<file path="src/pkg/flw_pkg.sv">
// Constants shared by the top-level entry walker and its entry decoder.
// Assumes a 64-bit paging entry and an AHB-Lite register window of 256 bytes.
package flw_pkg;

    // Register byte offsets inside the AHB window.
    localparam int ADDR_W = 8;
    localparam logic [7:0] REG_CTRL = 8'h00;
    localparam logic [7:0] REG_CAP = 8'h04;
    localparam logic [7:0] REG_ROOT_LO = 8'h08;
    localparam logic [7:0] REG_ROOT_HI = 8'h0c;
    localparam logic [7:0] REG_REQ = 8'h10;
    localparam logic [7:0] REG_RESULT = 8'h14;
    localparam logic [7:0] REG_NEXT_LO = 8'h18;
    localparam logic [7:0] REG_NEXT_HI = 8'h1c;
    localparam logic [7:0] REG_INT_STATUS = 8'h20;
    localparam logic [7:0] REG_INT_MASK = 8'h24;

    // Control register fields.
    localparam int CB_EXT_EN = 0;
    localparam int CB_NOEXEC = 1;
    localparam int CB_NESTED = 2;
    localparam int CB_SUP_WP = 3;
    localparam int CB_COHERENT = 4;
    localparam int CTRL_W = 5;
    localparam logic [4:0] CTRL_RESET = 5'h00;

    // Capability register fields.
    localparam int CAPB_EXT_SUP = 0;
    localparam int CAPB_HUGE = 1;

    // Request register fields.
    localparam int RQ_INDEX_W = 9;
    localparam int RQ_START = 16;
    localparam int RQ_BUSY = 31;

    // Result register fields.
    localparam int RS_VALID = 0;
    localparam int RS_FAULT = 1;
    localparam int RS_EXEC = 2;
    localparam int RS_USER = 3;
    localparam int RS_USER_WR = 4;
    localparam int RS_SUP_WR = 5;
    localparam int RS_MT_LO = 6;
    localparam int RS_GPA = 8;
    localparam int RS_RSVD = 9;
    localparam int RS_NOTP = 10;

    // Interrupt status and mask fields.
    localparam int IB_DONE = 0;
    localparam int IB_FAULT = 1;
    localparam int INT_W = 2;

    // Top-level entry bit positions.
    localparam int EB_PRESENT = 0;
    localparam int EB_RW = 1;
    localparam int EB_US = 2;
    localparam int EB_WTHRU = 3;
    localparam int EB_CDIS = 4;
    localparam int EB_ACC = 5;
    localparam int EB_RSVD7 = 7;
    localparam int EB_EXT_ACC = 10;
    localparam int EB_ADDR_LO = 12;
    localparam int EB_RSVD_HI = 51;
    localparam int EB_NOEXEC = 63;

    // Root pointer fields, and the byte shift of one 8-byte entry.
    localparam int ROOT_LO_BIT = 12;
    localparam int ENTRY_SHIFT = 3;

    // Memory type used when the requester is outside the coherency domain.
    localparam logic [1:0] MT_DEFAULT = 2'h0;

    // Walker states.
    typedef enum logic [2:0] {
        ST_IDLE = 3'h0,
        ST_FETCH = 3'h1,
        ST_DECODE = 3'h2,
        ST_WRITE = 3'h3,
        ST_FINISH = 3'h4
    } flw_state_t;

endpackage

</file>
<file path="src/rtl/flw_top_entry_walker.sv">
// Top-level entry walker for first-level translation, with AHB-Lite registers.
// Assumes one memory port that holds a locked read-modify-write while
// mem_lock is high, and a single AHB-Lite master on hclk.
`timescale 1ns/1ps
`default_nettype none
module flw_top_entry_walker #(
    parameter int ADDR_WIDTH = 48,
    parameter logic EXT_ACC_SUP = 1'b1,
    parameter logic HUGE_PAGES = 1'b1
) (
    input wire logic hclk,
    input wire logic hresetn,
    input wire logic hsel,
    input wire logic [31:0] haddr,
    input wire logic [1:0] htrans,
    input wire logic hwrite,
    input wire logic [2:0] hsize,
    input wire logic [31:0] hwdata,
    input wire logic hready,
    output logic hreadyout,
    output logic hresp,
    output logic [31:0] hrdata,
    output logic irq,
    output logic mem_req,
    output logic mem_we,
    output logic mem_lock,
    output logic [63:0] mem_addr,
    output logic [63:0] mem_wdata,
    output logic [1:0] mem_type,
    input wire logic [63:0] mem_rdata,
    input wire logic mem_ack,
    output logic walk_valid,
    output logic walk_fault,
    output logic [63:0] next_table_addr,
    output logic next_is_guest_phys,
    output logic [1:0] next_mem_type,
    output logic perm_exec,
    output logic perm_user,
    output logic perm_user_write,
    output logic perm_sup_write,
    output logic huge_page_support
);

    // Register state.
    logic [flw_pkg::CTRL_W-1:0] ctrl_q; // Context controls.
    logic [63:0] root_q; // Root pointer, bits 11:5 and 2:0 kept zero.
    logic [flw_pkg::RQ_INDEX_W-1:0] index_q; // Entry index.
    logic [31:0] result_q; // Outcome of the last walk.
    logic [flw_pkg::INT_W-1:0] int_status_q; // Sticky events.
    logic [flw_pkg::INT_W-1:0] int_mask_q; // Event enables.
    logic [63:0] entry_q; // Fetched entry.
    flw_pkg::flw_state_t state_q; // Walker state.
    flw_pkg::flw_state_t state_d;

    // Bus pipeline state.
    logic wr_pend_q; // A write data phase is in progress.
    logic rd_pend_q; // A read is in its wait cycle.
    logic [flw_pkg::ADDR_W-1:0] addr_q; // Latched address.
    logic [31:0] hrdata_q; // Registered read data.

    // Bus decode.
    wire logic accept;
    wire logic wr_en;
    wire logic busy;
    wire logic start;
    wire logic [31:0] rd_mux;
    wire logic [31:0] cap_word;
    wire logic [31:0] req_word;

    // Decoder outputs.
    wire logic d_notp;
    wire logic d_rsvd;
    wire logic d_fault;
    wire logic [63:0] d_next;
    wire logic d_gpa;
    wire logic d_exec;
    wire logic d_user;
    wire logic d_user_wr;
    wire logic d_sup_wr;
    wire logic [1:0] d_mt;
    wire logic [63:0] d_upd;
    wire logic d_needs_upd;

    // Events of a finished walk.
    wire logic ev_done;
    wire logic ev_fault;
    wire logic [flw_pkg::INT_W-1:0] int_set;
    wire logic [flw_pkg::INT_W-1:0] int_clr;

    // Walker outcome flops; the ports read them straight.
    logic valid_q;
    logic fault_q;
    logic [63:0] next_q;

    // Returns an address decode for one register address.
    function automatic logic hit(input logic [7:0] a, input logic [7:0] r);
        return a == r;
    endfunction

    // Only address phases that the bus says are real are taken.
    assign accept = hsel & htrans[1] & hready;
    assign wr_en = wr_pend_q;
    assign busy = (state_q != flw_pkg::ST_IDLE);
    // A start while busy is dropped so a walk is never disturbed midway.
    assign start = wr_en & hit(addr_q, flw_pkg::REG_REQ) &
        hwdata[flw_pkg::RQ_START] & ~busy;

    assign cap_word = {30'h0, HUGE_PAGES, EXT_ACC_SUP};
    assign req_word = {busy, 22'h0, index_q};
    assign huge_page_support = HUGE_PAGES;

    // Read multiplexer; unmapped offsets read as zero.
    assign rd_mux =
        hit(addr_q, flw_pkg::REG_CTRL) ? {27'h0, ctrl_q} :
        hit(addr_q, flw_pkg::REG_CAP) ? cap_word :
        hit(addr_q, flw_pkg::REG_ROOT_LO) ? root_q[31:0] :
        hit(addr_q, flw_pkg::REG_ROOT_HI) ? root_q[63:32] :
        hit(addr_q, flw_pkg::REG_REQ) ? req_word :
        hit(addr_q, flw_pkg::REG_RESULT) ? result_q :
        hit(addr_q, flw_pkg::REG_NEXT_LO) ? next_q[31:0] :
        hit(addr_q, flw_pkg::REG_NEXT_HI) ? next_q[63:32] :
        hit(addr_q, flw_pkg::REG_INT_STATUS) ? {30'h0, int_status_q} :
        hit(addr_q, flw_pkg::REG_INT_MASK) ? {30'h0, int_mask_q} :
        32'h0;

    // A read costs one wait state so it always sees the write before it.
    assign hreadyout = ~rd_pend_q;
    assign hresp = 1'b0;
    assign hrdata = hrdata_q;

    // Bus pipeline: latch the address phase, then serve the data phase.
    always_ff @(posedge hclk or negedge hresetn) begin
        if (!hresetn) begin
            wr_pend_q <= 1'b0;
            rd_pend_q <= 1'b0;
            addr_q <= 8'h00;
            hrdata_q <= 32'h0;
        end else begin
            wr_pend_q <= accept & hwrite;
            rd_pend_q <= accept & ~hwrite;
            if (accept) begin
                addr_q <= haddr[flw_pkg::ADDR_W-1:0];
            end
            if (rd_pend_q) begin
                hrdata_q <= rd_mux;
            end
        end
    end

    // Software-written configuration registers.
    always_ff @(posedge hclk or negedge hresetn) begin
        if (!hresetn) begin
            ctrl_q <= flw_pkg::CTRL_RESET;
            root_q <= 64'h0;
            index_q <= 9'h000;
            int_mask_q <= 2'h0;
        end else if (wr_en) begin
            if (hit(addr_q, flw_pkg::REG_CTRL)) begin
                ctrl_q <= hwdata[flw_pkg::CTRL_W-1:0];
            end
            if (hit(addr_q, flw_pkg::REG_ROOT_LO)) begin
                root_q[31:0] <= {hwdata[31:flw_pkg::ROOT_LO_BIT], 7'h00,
                    hwdata[flw_pkg::EB_CDIS:flw_pkg::EB_WTHRU], 3'h0};
            end
            if (hit(addr_q, flw_pkg::REG_ROOT_HI)) begin
                root_q[63:32] <= hwdata;
            end
            if (start) begin
                index_q <= hwdata[flw_pkg::RQ_INDEX_W-1:0];
            end
            if (hit(addr_q, flw_pkg::REG_INT_MASK)) begin
                int_mask_q <= hwdata[flw_pkg::INT_W-1:0];
            end
        end
    end

    // Entry decoder on the captured entry.
    flw_entry_decode #(
        .ADDR_WIDTH(ADDR_WIDTH)
    ) u_decode (
        .entry(entry_q),
        .ext_sup(EXT_ACC_SUP),
        .ext_en(ctrl_q[flw_pkg::CB_EXT_EN]),
        .noexec_en(ctrl_q[flw_pkg::CB_NOEXEC]),
        .nested_en(ctrl_q[flw_pkg::CB_NESTED]),
        .sup_wp_en(ctrl_q[flw_pkg::CB_SUP_WP]),
        .coherent(ctrl_q[flw_pkg::CB_COHERENT]),
        .not_present(d_notp),
        .rsvd_fault(d_rsvd),
        .fault(d_fault),
        .next_addr(d_next),
        .guest_phys(d_gpa),
        .exec_ok(d_exec),
        .user_ok(d_user),
        .user_wr_ok(d_user_wr),
        .sup_wr_ok(d_sup_wr),
        .mem_type(d_mt),
        .upd_entry(d_upd),
        .needs_update(d_needs_upd)
    );

    // Walker sequence: locked fetch, decode, optional write-back, finish.
    always_comb begin
        state_d = state_q;
        unique case (state_q)
            flw_pkg::ST_IDLE: begin
                if (start) begin
                    state_d = flw_pkg::ST_FETCH;
                end
            end
            flw_pkg::ST_FETCH: begin
                if (mem_ack) begin
                    state_d = flw_pkg::ST_DECODE;
                end
            end
            flw_pkg::ST_DECODE: begin
                if (!d_fault && d_needs_upd) begin
                    state_d = flw_pkg::ST_WRITE;
                end else begin
                    state_d = flw_pkg::ST_FINISH;
                end
            end
            flw_pkg::ST_WRITE: begin
                if (mem_ack) begin
                    state_d = flw_pkg::ST_FINISH;
                end
            end
            flw_pkg::ST_FINISH: begin
                state_d = flw_pkg::ST_IDLE;
            end
            default: begin
                state_d = flw_pkg::ST_IDLE;
            end
        endcase
    end

    // Memory handshake; the lock spans the read and its write-back.
    assign mem_req = (state_q == flw_pkg::ST_FETCH) |
        (state_q == flw_pkg::ST_WRITE);
    assign mem_we = (state_q == flw_pkg::ST_WRITE);
    assign mem_lock = mem_req | (state_q == flw_pkg::ST_DECODE);

    // Walker state, entry capture and memory address and data flops.
    always_ff @(posedge hclk or negedge hresetn) begin
        if (!hresetn) begin
            state_q <= flw_pkg::ST_IDLE;
            entry_q <= 64'h0;
            mem_addr <= 64'h0;
            mem_wdata <= 64'h0;
            mem_type <= 2'h0;
        end else begin
            state_q <= state_d;
            if (start) begin
                mem_addr <= {root_q[63:flw_pkg::ROOT_LO_BIT], 12'h000} |
                    {52'h0, hwdata[flw_pkg::RQ_INDEX_W-1:0], 3'h0};
                mem_type <= ctrl_q[flw_pkg::CB_COHERENT] ?
                    root_q[flw_pkg::EB_CDIS:flw_pkg::EB_WTHRU] :
                    flw_pkg::MT_DEFAULT;
            end
            if (state_q == flw_pkg::ST_FETCH && mem_ack) begin
                entry_q <= mem_rdata;
            end
            if (state_q == flw_pkg::ST_DECODE) begin
                mem_wdata <= d_upd;
            end
        end
    end

    assign ev_done = (state_q == flw_pkg::ST_FINISH);
    assign ev_fault = ev_done & d_fault;

    // Outcome registers, loaded once per walk as it finishes.
    always_ff @(posedge hclk or negedge hresetn) begin
        if (!hresetn) begin
            result_q <= 32'h0;
            next_q <= 64'h0;
            valid_q <= 1'b0;
            fault_q <= 1'b0;
            next_is_guest_phys <= 1'b0;
            next_mem_type <= 2'h0;
            perm_exec <= 1'b0;
            perm_user <= 1'b0;
            perm_user_write <= 1'b0;
            perm_sup_write <= 1'b0;
        end else begin
            valid_q <= ev_done;
            if (ev_done) begin
                fault_q <= d_fault;
                next_q <= d_fault ? 64'h0 : d_next;
                next_is_guest_phys <= d_gpa;
                next_mem_type <= d_mt;
                perm_exec <= d_exec & ~d_fault;
                perm_user <= d_user & ~d_fault;
                perm_user_write <= d_user_wr & ~d_fault;
                perm_sup_write <= d_sup_wr & ~d_fault;
                result_q <= {21'h0, d_notp, d_rsvd, d_gpa, d_mt,
                    d_sup_wr & ~d_fault, d_user_wr & ~d_fault,
                    d_user & ~d_fault, d_exec & ~d_fault, d_fault, 1'b1};
            end
        end
    end

    assign walk_valid = valid_q;
    assign walk_fault = fault_q;
    assign next_table_addr = next_q;

    // Sticky events; a new event wins over a clear in the same cycle.
    assign int_set = {ev_fault, ev_done};
    assign int_clr = (wr_en && hit(addr_q, flw_pkg::REG_INT_STATUS)) ?
        hwdata[flw_pkg::INT_W-1:0] : 2'h0;

    always_ff @(posedge hclk or negedge hresetn) begin
        if (!hresetn) begin
            int_status_q <= 2'h0;
            irq <= 1'b0;
        end else begin
            int_status_q <= (int_status_q & ~int_clr) | int_set;
            irq <= |(((int_status_q & ~int_clr) | int_set) & int_mask_q);
        end
    end

endmodule // flw_top_entry_walker
`default_nettype wire

</file>
<file path="src/rtl/flw_entry_decode.sv">
// Combinational decoder of one top-level paging entry.
// Assumes the entry and the context controls are stable while it is read.
`timescale 1ns/1ps
`default_nettype none
module flw_entry_decode #(
    parameter int ADDR_WIDTH = 48
) (
    input wire logic [63:0] entry,
    input wire logic ext_sup,
    input wire logic ext_en,
    input wire logic noexec_en,
    input wire logic nested_en,
    input wire logic sup_wp_en,
    input wire logic coherent,
    output logic not_present,
    output logic rsvd_fault,
    output logic fault,
    output logic [63:0] next_addr,
    output logic guest_phys,
    output logic exec_ok,
    output logic user_ok,
    output logic user_wr_ok,
    output logic sup_wr_ok,
    output logic [1:0] mem_type,
    output logic [63:0] upd_entry,
    output logic needs_update
);

    // Builds the mask of bits that must be zero for this address width.
    function automatic logic [63:0] rsvd_mask(input int aw);
        logic [63:0] m;
        m = '0;
        for (int i = 0; i < 64; i++) begin
            m[i] = ((i >= aw) && (i <= flw_pkg::EB_RSVD_HI)) ||
                   (i == flw_pkg::EB_RSVD7);
        end
        return m;
    endfunction

    // Builds the mask of the next-table address bits.
    function automatic logic [63:0] addr_mask(input int aw);
        logic [63:0] m;
        m = '0;
        for (int i = 0; i < 64; i++) begin
            m[i] = (i >= flw_pkg::EB_ADDR_LO) && (i < aw);
        end
        return m;
    endfunction

    localparam logic [63:0] RSVD_MASK = rsvd_mask(ADDR_WIDTH);
    localparam logic [63:0] ADDR_MASK = addr_mask(ADDR_WIDTH);

    // The extended-accessed flag counts only when supported and enabled.
    wire logic ext_active;

    assign ext_active = ext_sup & ext_en;

    assign not_present = ~entry[flw_pkg::EB_PRESENT];
    assign rsvd_fault = |(entry & RSVD_MASK);
    assign fault = not_present | rsvd_fault;

    assign next_addr = entry & ADDR_MASK;
    assign guest_phys = nested_en;
    assign exec_ok = ~(noexec_en & entry[flw_pkg::EB_NOEXEC]);
    assign user_ok = entry[flw_pkg::EB_US];
    assign user_wr_ok = entry[flw_pkg::EB_RW];
    assign sup_wr_ok = entry[flw_pkg::EB_RW] | ~sup_wp_en;
    assign mem_type = coherent ?
        {entry[flw_pkg::EB_CDIS], entry[flw_pkg::EB_WTHRU]} :
        flw_pkg::MT_DEFAULT;

    assign upd_entry = entry | (64'h1 << flw_pkg::EB_ACC) |
        ({63'h0, ext_active} << flw_pkg::EB_EXT_ACC);
    assign needs_update = (upd_entry != entry);

endmodule // flw_entry_decode
`default_nettype wire

</file>
<file path="config.mk">
export PLATFORM = sky130hd
export DESIGN_NAME = flw_top_entry_walker
export DESIGN_NICKNAME = d
export VERILOG_FILES = /design/src/pkg/flw_pkg.sv /design/src/rtl/flw_top_entry_walker.sv /design/src/rtl/flw_entry_decode.sv
export SDC_FILE = /design/constraint.sdc
export NUM_CORES = 1
export LEC_CHECK = 0
export BUFFER_PORTS_ARGS = -buffer_cell sky130_fd_sc_hd__buf_4
export CAP_MARGIN = 20
export CORE_UTILIZATION = 50
export CTS_BUF_LIST = sky130_fd_sc_hd__clkbuf_4 sky130_fd_sc_hd__clkbuf_8 sky130_fd_sc_hd__clkbuf_16
export CTS_CLUSTER_SIZE = 16
export DETAILED_ROUTE_END_ITERATION = 10
export GPL_TIMING_DRIVEN = 0
export PLACE_DENSITY = 0.85
export SLEW_MARGIN = 10
export SYNTH_ARGS = -nofsm -noshare
export SYNTH_HDL_FRONTEND = slang
export SYNTH_SLANG_ARGS = --single-unit
</file>
<file path="constraint.sdc">
create_clock -name hclk -period 2.8 [get_ports hclk]
set_input_delay 0.42 -clock hclk [delete_from_list [all_inputs] [get_ports hclk]]
set_output_delay 0.42 -clock hclk [all_outputs]
set_load 0.01 [all_outputs]
</file>
==> summary.md, run 1 <==
| Metric | Value |
|---|---|
| Switching share of power | between 20% and 30% |
| Total gr overflow | 0 |
| Post-cts repair resize count | 0 |
| Worst path slowest cell | dfrtp_1 |
| Cell Rows | a little over 60 |
| Leak | a little over 10 nW |
| Wirelength per Cell | just over 20 um |
| Post-synthesis cell area | 0.0147 mm2 |
| Asr flop ratio synth | 100% |
| Initial antenna violation count | 1 |
| CP max FO | 10 |
| Worst Hold Launch | hwrite |
| Worst path cell trace | buf_4 -> and2_1 -> clkbuf_1 -> nand3_1 -> nand2_1 -> a221oi_1 -> o32ai_1 |
| Power Internal | 9.21 mW |
| Die Area | around 0.03 mm2 |
| Setup TNS | 0 ns |
| Die Y | between 150 and 200 um |
| CP peak stage delay | around 0.41 ns |
| Ant diodes | 0 |
| Sequential share of power | a little under half |
| CP Capture Type | flop |
| # setup viols final | 0 |
| Fin. Hold Viols | 0 |
| Port bufs | around 320 |
| Via count | between 10k and 15k |
| RR Startpoint | addr_q[3] |
| CTS Sinks | 357 |
| Switch Pwr | roughly 2.6 mW |
| Cell count after synthesis | ~1.2k |
| CP startpoint kind | flop |
| Total global routing track utilization | about 28% |
| VDD IR-drop max | 0.000620 V |
| Max-Cap Viols | 0 |
| IO Count | roughly 380 |
| Most Crowded Layer GR | met2 |
| Via-per-instance ratio | between 5 and 6 |
| Yosys warnings | 0 |
| Vias in the first global route | 11.5k |
| First-pass GRT wire length | ~66000 um |
| Type of the worst setup path | reg2reg |
| M3 GR Usage | 6.07% |
| Fillers | around 2.1k |
| Count of final max-slew check failures | 0 |
| Post-synth EDFFs | 0 |
| Measured slew at the worst slew-check pin | around 0.84 ns |
| Commonest non-fill, non-tap cell in the layout | dfrtp_1 |
| Placed cell count | approximately 2.0k |
| Clk_skew | 0.0119 ns |
| Layout Nets | about 1.8k |
| Placer Congestion | between 0.9 and 1 |
| Register area share after synthesis | 60.9% |
| CTS Root Cell | clkbuf_16 |
| Max clock buf depth | 3 |
| Pre-Repair DR Iteration Count | 5 |
| Met2 usage | roughly 45% |
| Htree depth | 2 |
| # Post-CTS Setup Buffers | 0 |
| Final period util | slightly below 90% |
| Worst path top cell family by delay | simple AND/OR/NAND/NOR gates |
| Run status | completed |
| ANT nets after route | 0 |
| Layout cells sized above 1 | 39.7% |
| TritonCTS clock tree | yes |
| Post-route minimum period | around 2.5 ns |
| Detailed Route Iter0 Violations | approximately 630 |
| Comb power frac | approximately 6.7% |
| DRC | 0 |
| Clock buffer count from CTS | 38 |
| Worst-skew pair later-pin latency | approximately 0.52 ns |
| Synthesized area per cell | between 10 and 15 um2 |
| Crit path buffers/inverters | 2 |
| Die width | about 170 um |
| Synthesis-to-finish area growth | 30.6% |
| Final Non-Filler Cells | about 2.1k |
| Largest net degree at the start of global routing | 97 |
| Pwr Density | between 600 and 700 mW/mm2 |
| Rel. slew slack | 43.7% |
| Clock transition at path regs | about 0.06 ns |
| Clock power share | a little under half |
| Grt met1 use | a little over a third |
| CP Data Arrival Time | about 2.8 ns |
| RSZ-0062 raised after global routing | false |
| Starting Density | slightly above 50% |
| Detailed Route WL | approximately 42000 um |
| Core Area | about 0.029 mm2 |
| Overall Power | approximately 12 mW |
| DP HPWL | roughly 31000 um |
| Seq cells post-synth | roughly 360 |
| Synth cell types | 58 |
| Fmax | roughly 400 MHz |
| Worst path required time | 3.19 ns |
| Worst Hold Class | in2reg |
| Critical path startpoint | addr_q[3] |
| Ys flop type | dfrtp_1 |
| Most frequent cells in the layout | dfrtp_1 (357), buf_4 (354), nand2_1 (314), mux2_2 (162), nand3_1 (50) |
## cell families after synthesis
kind of cell	after synthesis	synth area share [%]
compound gates	111	5.65
simple gates	446	13.0
mux	198	15.7
buf+inv	132	4.73
flops	357	60.9
other cells	2	0.0512
## worst paths after layout
kind / slack (ns) / depth (start not counted) / end
setup reg to reg: 0.35 / 7 / hrdata[6]
max in group asynchronous: 0.96 / 4 / entry_q[39]
hold reg to reg: 0.46 / 1 / result_q[0]
min in group asynchronous: 0.51 / 2 / mem_addr[26]
hold / removal: 0.07 / 2 / rd_pend_q
setup / recovery: 0.35 / 7 / hrdata[6]
## repair_timing
item	4_1_cts	5_1_grt
endpoints found under the setup margin	0	0
hold endpoints to repair	90	0
hold buffers	1	0
## per-layer routing
layer | vias up | wire length, um
met4 | 0 | 2270
met3 | 130 | 3090
met1 | 5398 | 16500
met5 | - | 0
li1 | 4993 | -
met2 | 507 | 19800
## per-stage QoR
stage / area, um2 / hold slack [ns] / worst slack, ns / utilization (%)
3_5_place_dp: 17700 / 0.452 / 0.430 / 61.7
5_1_grt: 19200 / 0.0595 / 0.257 / 66.6
2_1_floorplan: 14800 / 0.124 / 0.935 / -
6_report: 19200 / 0.0711 / 0.349 / 66.6
4_1_cts: 19200 / 0.0623 / 0.403 / 66.6
3_3_place_gp: 17700 / 0.448 / -1.90 / 61.4
## synthesized netlist by cell type, types with 2 or more instances
cell / n / area (um2)
dfrtp_1: 357 / 8930
nand2_1: 314 / 1180
mux2_2: 162 / 1820
nand3_1: 50 / 250
nor2_1: 41 / 154
buf_2: 37 / 185
buf_4: 36 / 270
clkbuf_1: 25 / 93.8
inv_1: 25 / 93.8
a221oi_1: 21 / 184
mux2_4: 20 / 300
o32ai_1: 20 / 175
o21ai_0: 17 / 85.1
mux2_1: 13 / 146
a21oi_1: 11 / 55.1
a31oi_1: 8 / 50.1
nor3_1: 7 / 35.0
a222oi_1: 6 / 60.1
buf_1: 5 / 18.8
nand2b_1: 5 / 31.3
o22ai_1: 5 / 31.3
o21a_1: 4 / 30.0
o221ai_1: 4 / 35.0
mux2i_1: 3 / 30.0
nand2_2: 3 / 18.8
o2bb2ai_1: 3 / 26.3
a21o_1: 2 / 15.0
and2_1: 2 / 12.5
and3_1: 2 / 12.5
and3b_1: 2 / 17.5
buf_6: 2 / 22.5
conb_1: 2 / 7.51
nand4_1: 2 / 12.5
nor2_4: 2 / 22.5
nor2b_1: 2 / 12.5
o31ai_1: 2 / 15.0
o41ai_1: 2 / 17.5
or2_2: 2 / 12.5
## state kept, by name, summed over array words and instances (netlist names), 8 cells and up
| register | cells |
|---|---|
| addr_q | 8 |
| entry_q | 64 |
| hrdata | 32 |
| index_q | 9 |
| mem_addr | 61 |
| mem_wdata | 64 |
| next_table_addr | 36 |
| result_q | 10 |
| root_q | 54 |
## power by group through the flow
stage | clock network, mW | registers, mW | logic, mW
floorplan | 0 | 5.51 | 0.359
global placement | 0 | 5.53 | 0.752
detailed placement | 0 | 5.54 | 0.791
CTS | 5.63 | 5.45 | 0.799
global route | 5.84 | 5.47 | 0.867
finish | 5.56 | 5.46 | 0.795
## layout make-up
| class | count | area [um2] | share of cell area (%) |
|---|---|---|---|
| flip-flops and latches | 357 | 8930 | 46.6 |
| multi-input cells | 788 | 5160 | 26.9 |
| repair buffers | 323 | 2490 | 13.0 |
| clock buffers | 48 | 1060 | 5.54 |
| plain buffers | 106 | 596 | 3.11 |
| well taps | 384 | 480 | 2.51 |
| clock inverters | 20 | 342 | 1.78 |
| inverters | 26 | 97.6 | 0.509 |
Power figures use the tool's default switching activity.
==> inputs of run 2 (changes only) <==
- ABC_AREA: default -> 1
- PLACE_DENSITY: 0.85 -> 0.84
- SYNTH_HIERARCHICAL: default -> 1
==> summary.md, run 2 <==
| Metric | Value |
|---|---|
| Synthesis-to-finish area growth | 29.1% (was 30.6%) |
| Wirelength per Cell | 19.2 um (was 20.3 um) |
| Worst-skew pair later-pin latency | 0.54 ns (was 0.52 ns) |
| Max clock buf depth | 3 (unchanged) |
| Xor/xnor share of the synthesized area | 0% (unchanged) |
| First-pass GRT wire length | 75400 um (was 65900 um) |
| Top sig layer | met4 (unchanged) |
| Die Area | 0.0339 mm2 (was 0.0300 mm2) |
| Power Internal | 13.4 mW (was 9.21 mW) |
| Count of final max-slew check failures | 0 (unchanged) |
| Rel. slew slack | 49.7% (was 43.7%) |
| Comb power frac | 28.8% (was 6.7%) |
| Post-synthesis simple-gate area fraction | 13.3% (was 13.0%) |
| Yosys warnings | 6 (was 0) |
| Worst path slowest cell | dfrtp_1 (unchanged) |
| Worst path cell trace | clkinvlp_4 -> clkbuf_1 -> buf_4 (was buf_4 -> and2_1 -> clkbuf_1 -> nand3_1 -> nand2_1 -> a221oi_1 -> o32ai_1) |
| DP Area | 0.0200 mm2 (was 0.0177 mm2) |
| Placed cell count | 2492 (was 1983) |
| CP Data Arrival Time | 2.12 ns (was 2.84 ns) |
| Type of the worst setup path | reg2out (was reg2reg) |
| Vias in the first global route | 13.4k (was 11.5k) |
| Final Non-Filler Cells | 2565 (was 2052) |
| # Post-CTS Setup Buffers | 0 (unchanged) |
| Total gr overflow | 0 (unchanged) |
| Starting Density | 50.9% (was 51.0%) |
| Commonest non-fill, non-tap cell in the layout | buf_4 (was dfrtp_1) |
| ANT nets after route | 0 (unchanged) |
| Cell Rows | 66 (was 62) |
| Detailed Route Iter0 Violations | 971 (was 625) |
| Detailed Route WL | 49100 um (was 41700 um) |
| Worst path required time | 2.38 ns (was 3.19 ns) |
| Fmax | 394 MHz (was 408 MHz) |
| Seq cells post-synth | 385 (was 357) |
| Critical path startpoint | rd_pend_q (was addr_q[3]) |
| DP HPWL | 36100 um (was 31300 um) |
| Post-synth top area cell | dfrtp_1 (unchanged) |
| Setup TNS | 0 ns (unchanged) |
| Post-route cell area | 0.0214 mm2 (was 0.0192 mm2) |
| Clk_skew | 0.0211 ns (was 0.0119 ns) |
| CTS Sinks | 385 (was 357) |
| CP peak stage delay | 0.70 ns (was 0.41 ns) |
| Layout cells sized above 1 | 34.9% (was 39.7%) |
| RR Startpoint | addr_q[1] (was addr_q[3]) |
| Sequential share of power | 41.4% (was 46.2%) |
| CP max FO | 10 (unchanged) |
| Initial antenna violation count | 0 (was 1) |
| RSZ-0062 raised after global routing | false (unchanged) |
| Leak | 11.4 nW (was 10.1 nW) |
| Switch Pwr | 5.55 mW (was 2.59 mW) |
| Switching share of power | 29.4% (was 22.0%) |
| Clock transition at path regs | 0.06 ns (about the same) |
| Top cells by count, synth | dfrtp_1 (385), nand2_1 (383), o21ai_0 (169), buf_4 (139), inv_1 (136) (was dfrtp_1 (357), nand2_1 (314), mux2_2 (162), nand3_1 (50), nor2_1 (41)) |
| Via count | 13.3k (was 11.0k) |
| Reg2reg path depth | 10 (was 7) |
| Asr flop ratio synth | 100% (unchanged) |
| TritonCTS clock tree | yes (unchanged) |
| VDD IR-drop max | 0.000820 V (was 0.000620 V) |
| Synth cell types | 34 (was 58) |
| Final period util | 90.8% (was 87.6%) |
| Post-synthesis cell area | 0.0166 mm2 (was 0.0147 mm2) |
| Register area share after synthesis | 58.1% (was 60.9%) |
| Worst Hold Class | in2reg (unchanged) |
| Port bufs | 347 (was 319) |
| Cell count after synthesis | 1668 (was 1246) |
| Core Area | 0.0325 mm2 (was 0.0288 mm2) |
| Routed met3 length | 3890 um (was 3090 um) |
| Placer Congestion | 0.901 (was 0.923) |
| Ant diodes | 0 (unchanged) |
| Synth Area in Compound Gates | 8.30% (was 5.65%) |
| Combinational family with the most area after synthesis | simple AND/OR/NAND/NOR gates (was multiplexers) |
| Max-Cap Viols | 0 (unchanged) |
| Via-per-instance ratio | 5.20 (was 5.37) |
| Adder-cell share of the synthesized area | 0% (unchanged) |
| Post-route minimum period | 2.54 ns (was 2.45 ns) |
| Count leader, synth | dfrtp_1 (unchanged) |
| R2r endpoint | hrdata[19] (was hrdata[6]) |
| Worst Hold Launch | hwrite (unchanged) |
| CP startpoint kind | flop (unchanged) |
| Measured slew at the worst slew-check pin | 0.755 ns (was 0.837 ns) |
| Clock buffer count from CTS | 41 (was 38) |
| Mux cell area share after synthesis | 8.77% (was 15.7%) |
| Pwr Density | 884 mW/mm2 (was 616 mW/mm2) |
| Die width | 184 um (was 173 um) |
| # setup viols final | 0 (unchanged) |
| Ys flop type | dfrtp_1 (unchanged) |
| Htree depth | 2 (unchanged) |
| Layout Nets | 2232 (was 1779) |
| Fin. Hold Viols | 0 (unchanged) |
| Die Y | 184 um (was 173 um) |
| DRT met1 WL | 20000 um (was 16500 um) |
| Met2 WL | 23600 um (was 19800 um) |
| WHS Endpoint | rd_pend_q (unchanged) |
| Top-area cell type share of the netlist area | 58.1% (was 60.9%) |
| DRC | 0 (unchanged) |
| Post-synth EDFFs | 0 (unchanged) |
| Pre-Repair DR Iteration Count | 7 (was 5) |
| Worst hold slack | 0.0511 ns (was 0.0711 ns) |
| Total global routing track utilization | 29.2% (was 28.2%) |
| Synth area leaders | dfrtp_1 (58%), mux2_2 (8.8%), nand2_1 (8.7%) (was dfrtp_1 (61%), mux2_2 (12%), nand2_1 (8.0%)) |
| Clock power share | 29.8% (was 47.0%) |
| Largest net degree at the start of global routing | 109 (was 97) |
| Synthesized area per cell | 9.94 um2 (was 11.8 um2) |
| IO Count | 381 (unchanged) |
| Most frequent cells in the layout | buf_4 (485), dfrtp_1 (385), nand2_1 (383), o21ai_0 (169), inv_1 (136) (was dfrtp_1 (357), buf_4 (354), nand2_1 (314), mux2_2 (162), nand3_1 (50)) |
| CTS Root Cell | clkbuf_16 (unchanged) |
| Worst R2R Setup Slack | 0.49 ns (was 0.35 ns) |
| Run status | completed (unchanged) |
| Worst hold path depth | 2 (unchanged) |
| CP Capture Type | output pin (was flop) |
run 2: cell types whose count changed after synthesis, sizes merged, moves of 21 or more:
cell	before	now
o21ai	18	171
inv	26	140
buf	80	171
nand2	317	384
mux2	195	129
nand3	50	95
a21oi	11	54
dfrtp	357	385
a221oi	21	0
run 2: power groups by stage:
| stage | Clock (mW) | Sequential (mW) | Combinational (mW) |
|---|---|---|---|
| 3_3_place_gp | 0 | 7.80 | 5.22 |
| 2_1_floorplan | 0 | 7.99 | 2.87 |
| 4_1_cts | 5.70 | 7.81 | 5.48 |
| 5_1_grt | 5.94 | 7.96 | 5.84 |
| 6_report | 5.65 | 7.83 | 5.44 |
| 3_5_place_dp | 0 | 7.87 | 5.41 |
run 2: what timing repair did:
item | CTS | global route
endpoints found under the hold margin | 71 | 0
hold buffers | 1 | 0
resized for setup | 0 | 1
endpoints found under the setup margin | 0 | 1
run 2: routing by layer:
layer  up-vias  global-route usage, %
li1       6103                      -
met1      6555                   38.0
met2       572                   48.1
met3       104                   6.70
met4         0                   9.93
met5         -                      0
run 2: worst max-delay path by stage:
stage | to | depth (start not counted) | slack (ns)
final | hreadyout | 3 | 0.26
after CTS | hreadyout | 4 | 0.03
after floorplan | mem_addr[10] | 8 | 1.22
after global placement | mem_wdata[63] | 1 | -2.30
after detailed placement | hrdata[8] | 10 | 0.52
after global routing | hreadyout | 3 | 0.24
run 2: critical path: cells and delay by family, from the launching register on:
kind	cells	cell delay, ns
buffers and inverters	3	0.89
DFF	1	0.70
run 2: layout make-up:
class                      count  area [um2]
fill                        2530       11100
tap                          442         553
timing repair buffer         352        2730
multi-input combinational    958        5160
inverter                     143         541
clock inverter                20         243
buffer                       212        1360
sequential                   385        9630
clock buffer                  53        1180
run 2: stage by stage:
step / utilization (%) / worst slack [ns] / power, mW
floorplan: - / 1.22 / 10.9
global placement: 61.0 / -2.30 / 13.0
detailed placement: 61.4 / 0.516 / 13.3
CTS: 65.8 / 0.0276 / 19.0
global route: 65.8 / 0.240 / 19.7
finish: 65.8 / 0.259 / 18.9
run 2: kinds of logic after synthesis:
family / Yosys count
mux: 129
flops: 385
simple gates: 533
buf+inv: 356
other cells: 4
compound gates: 261
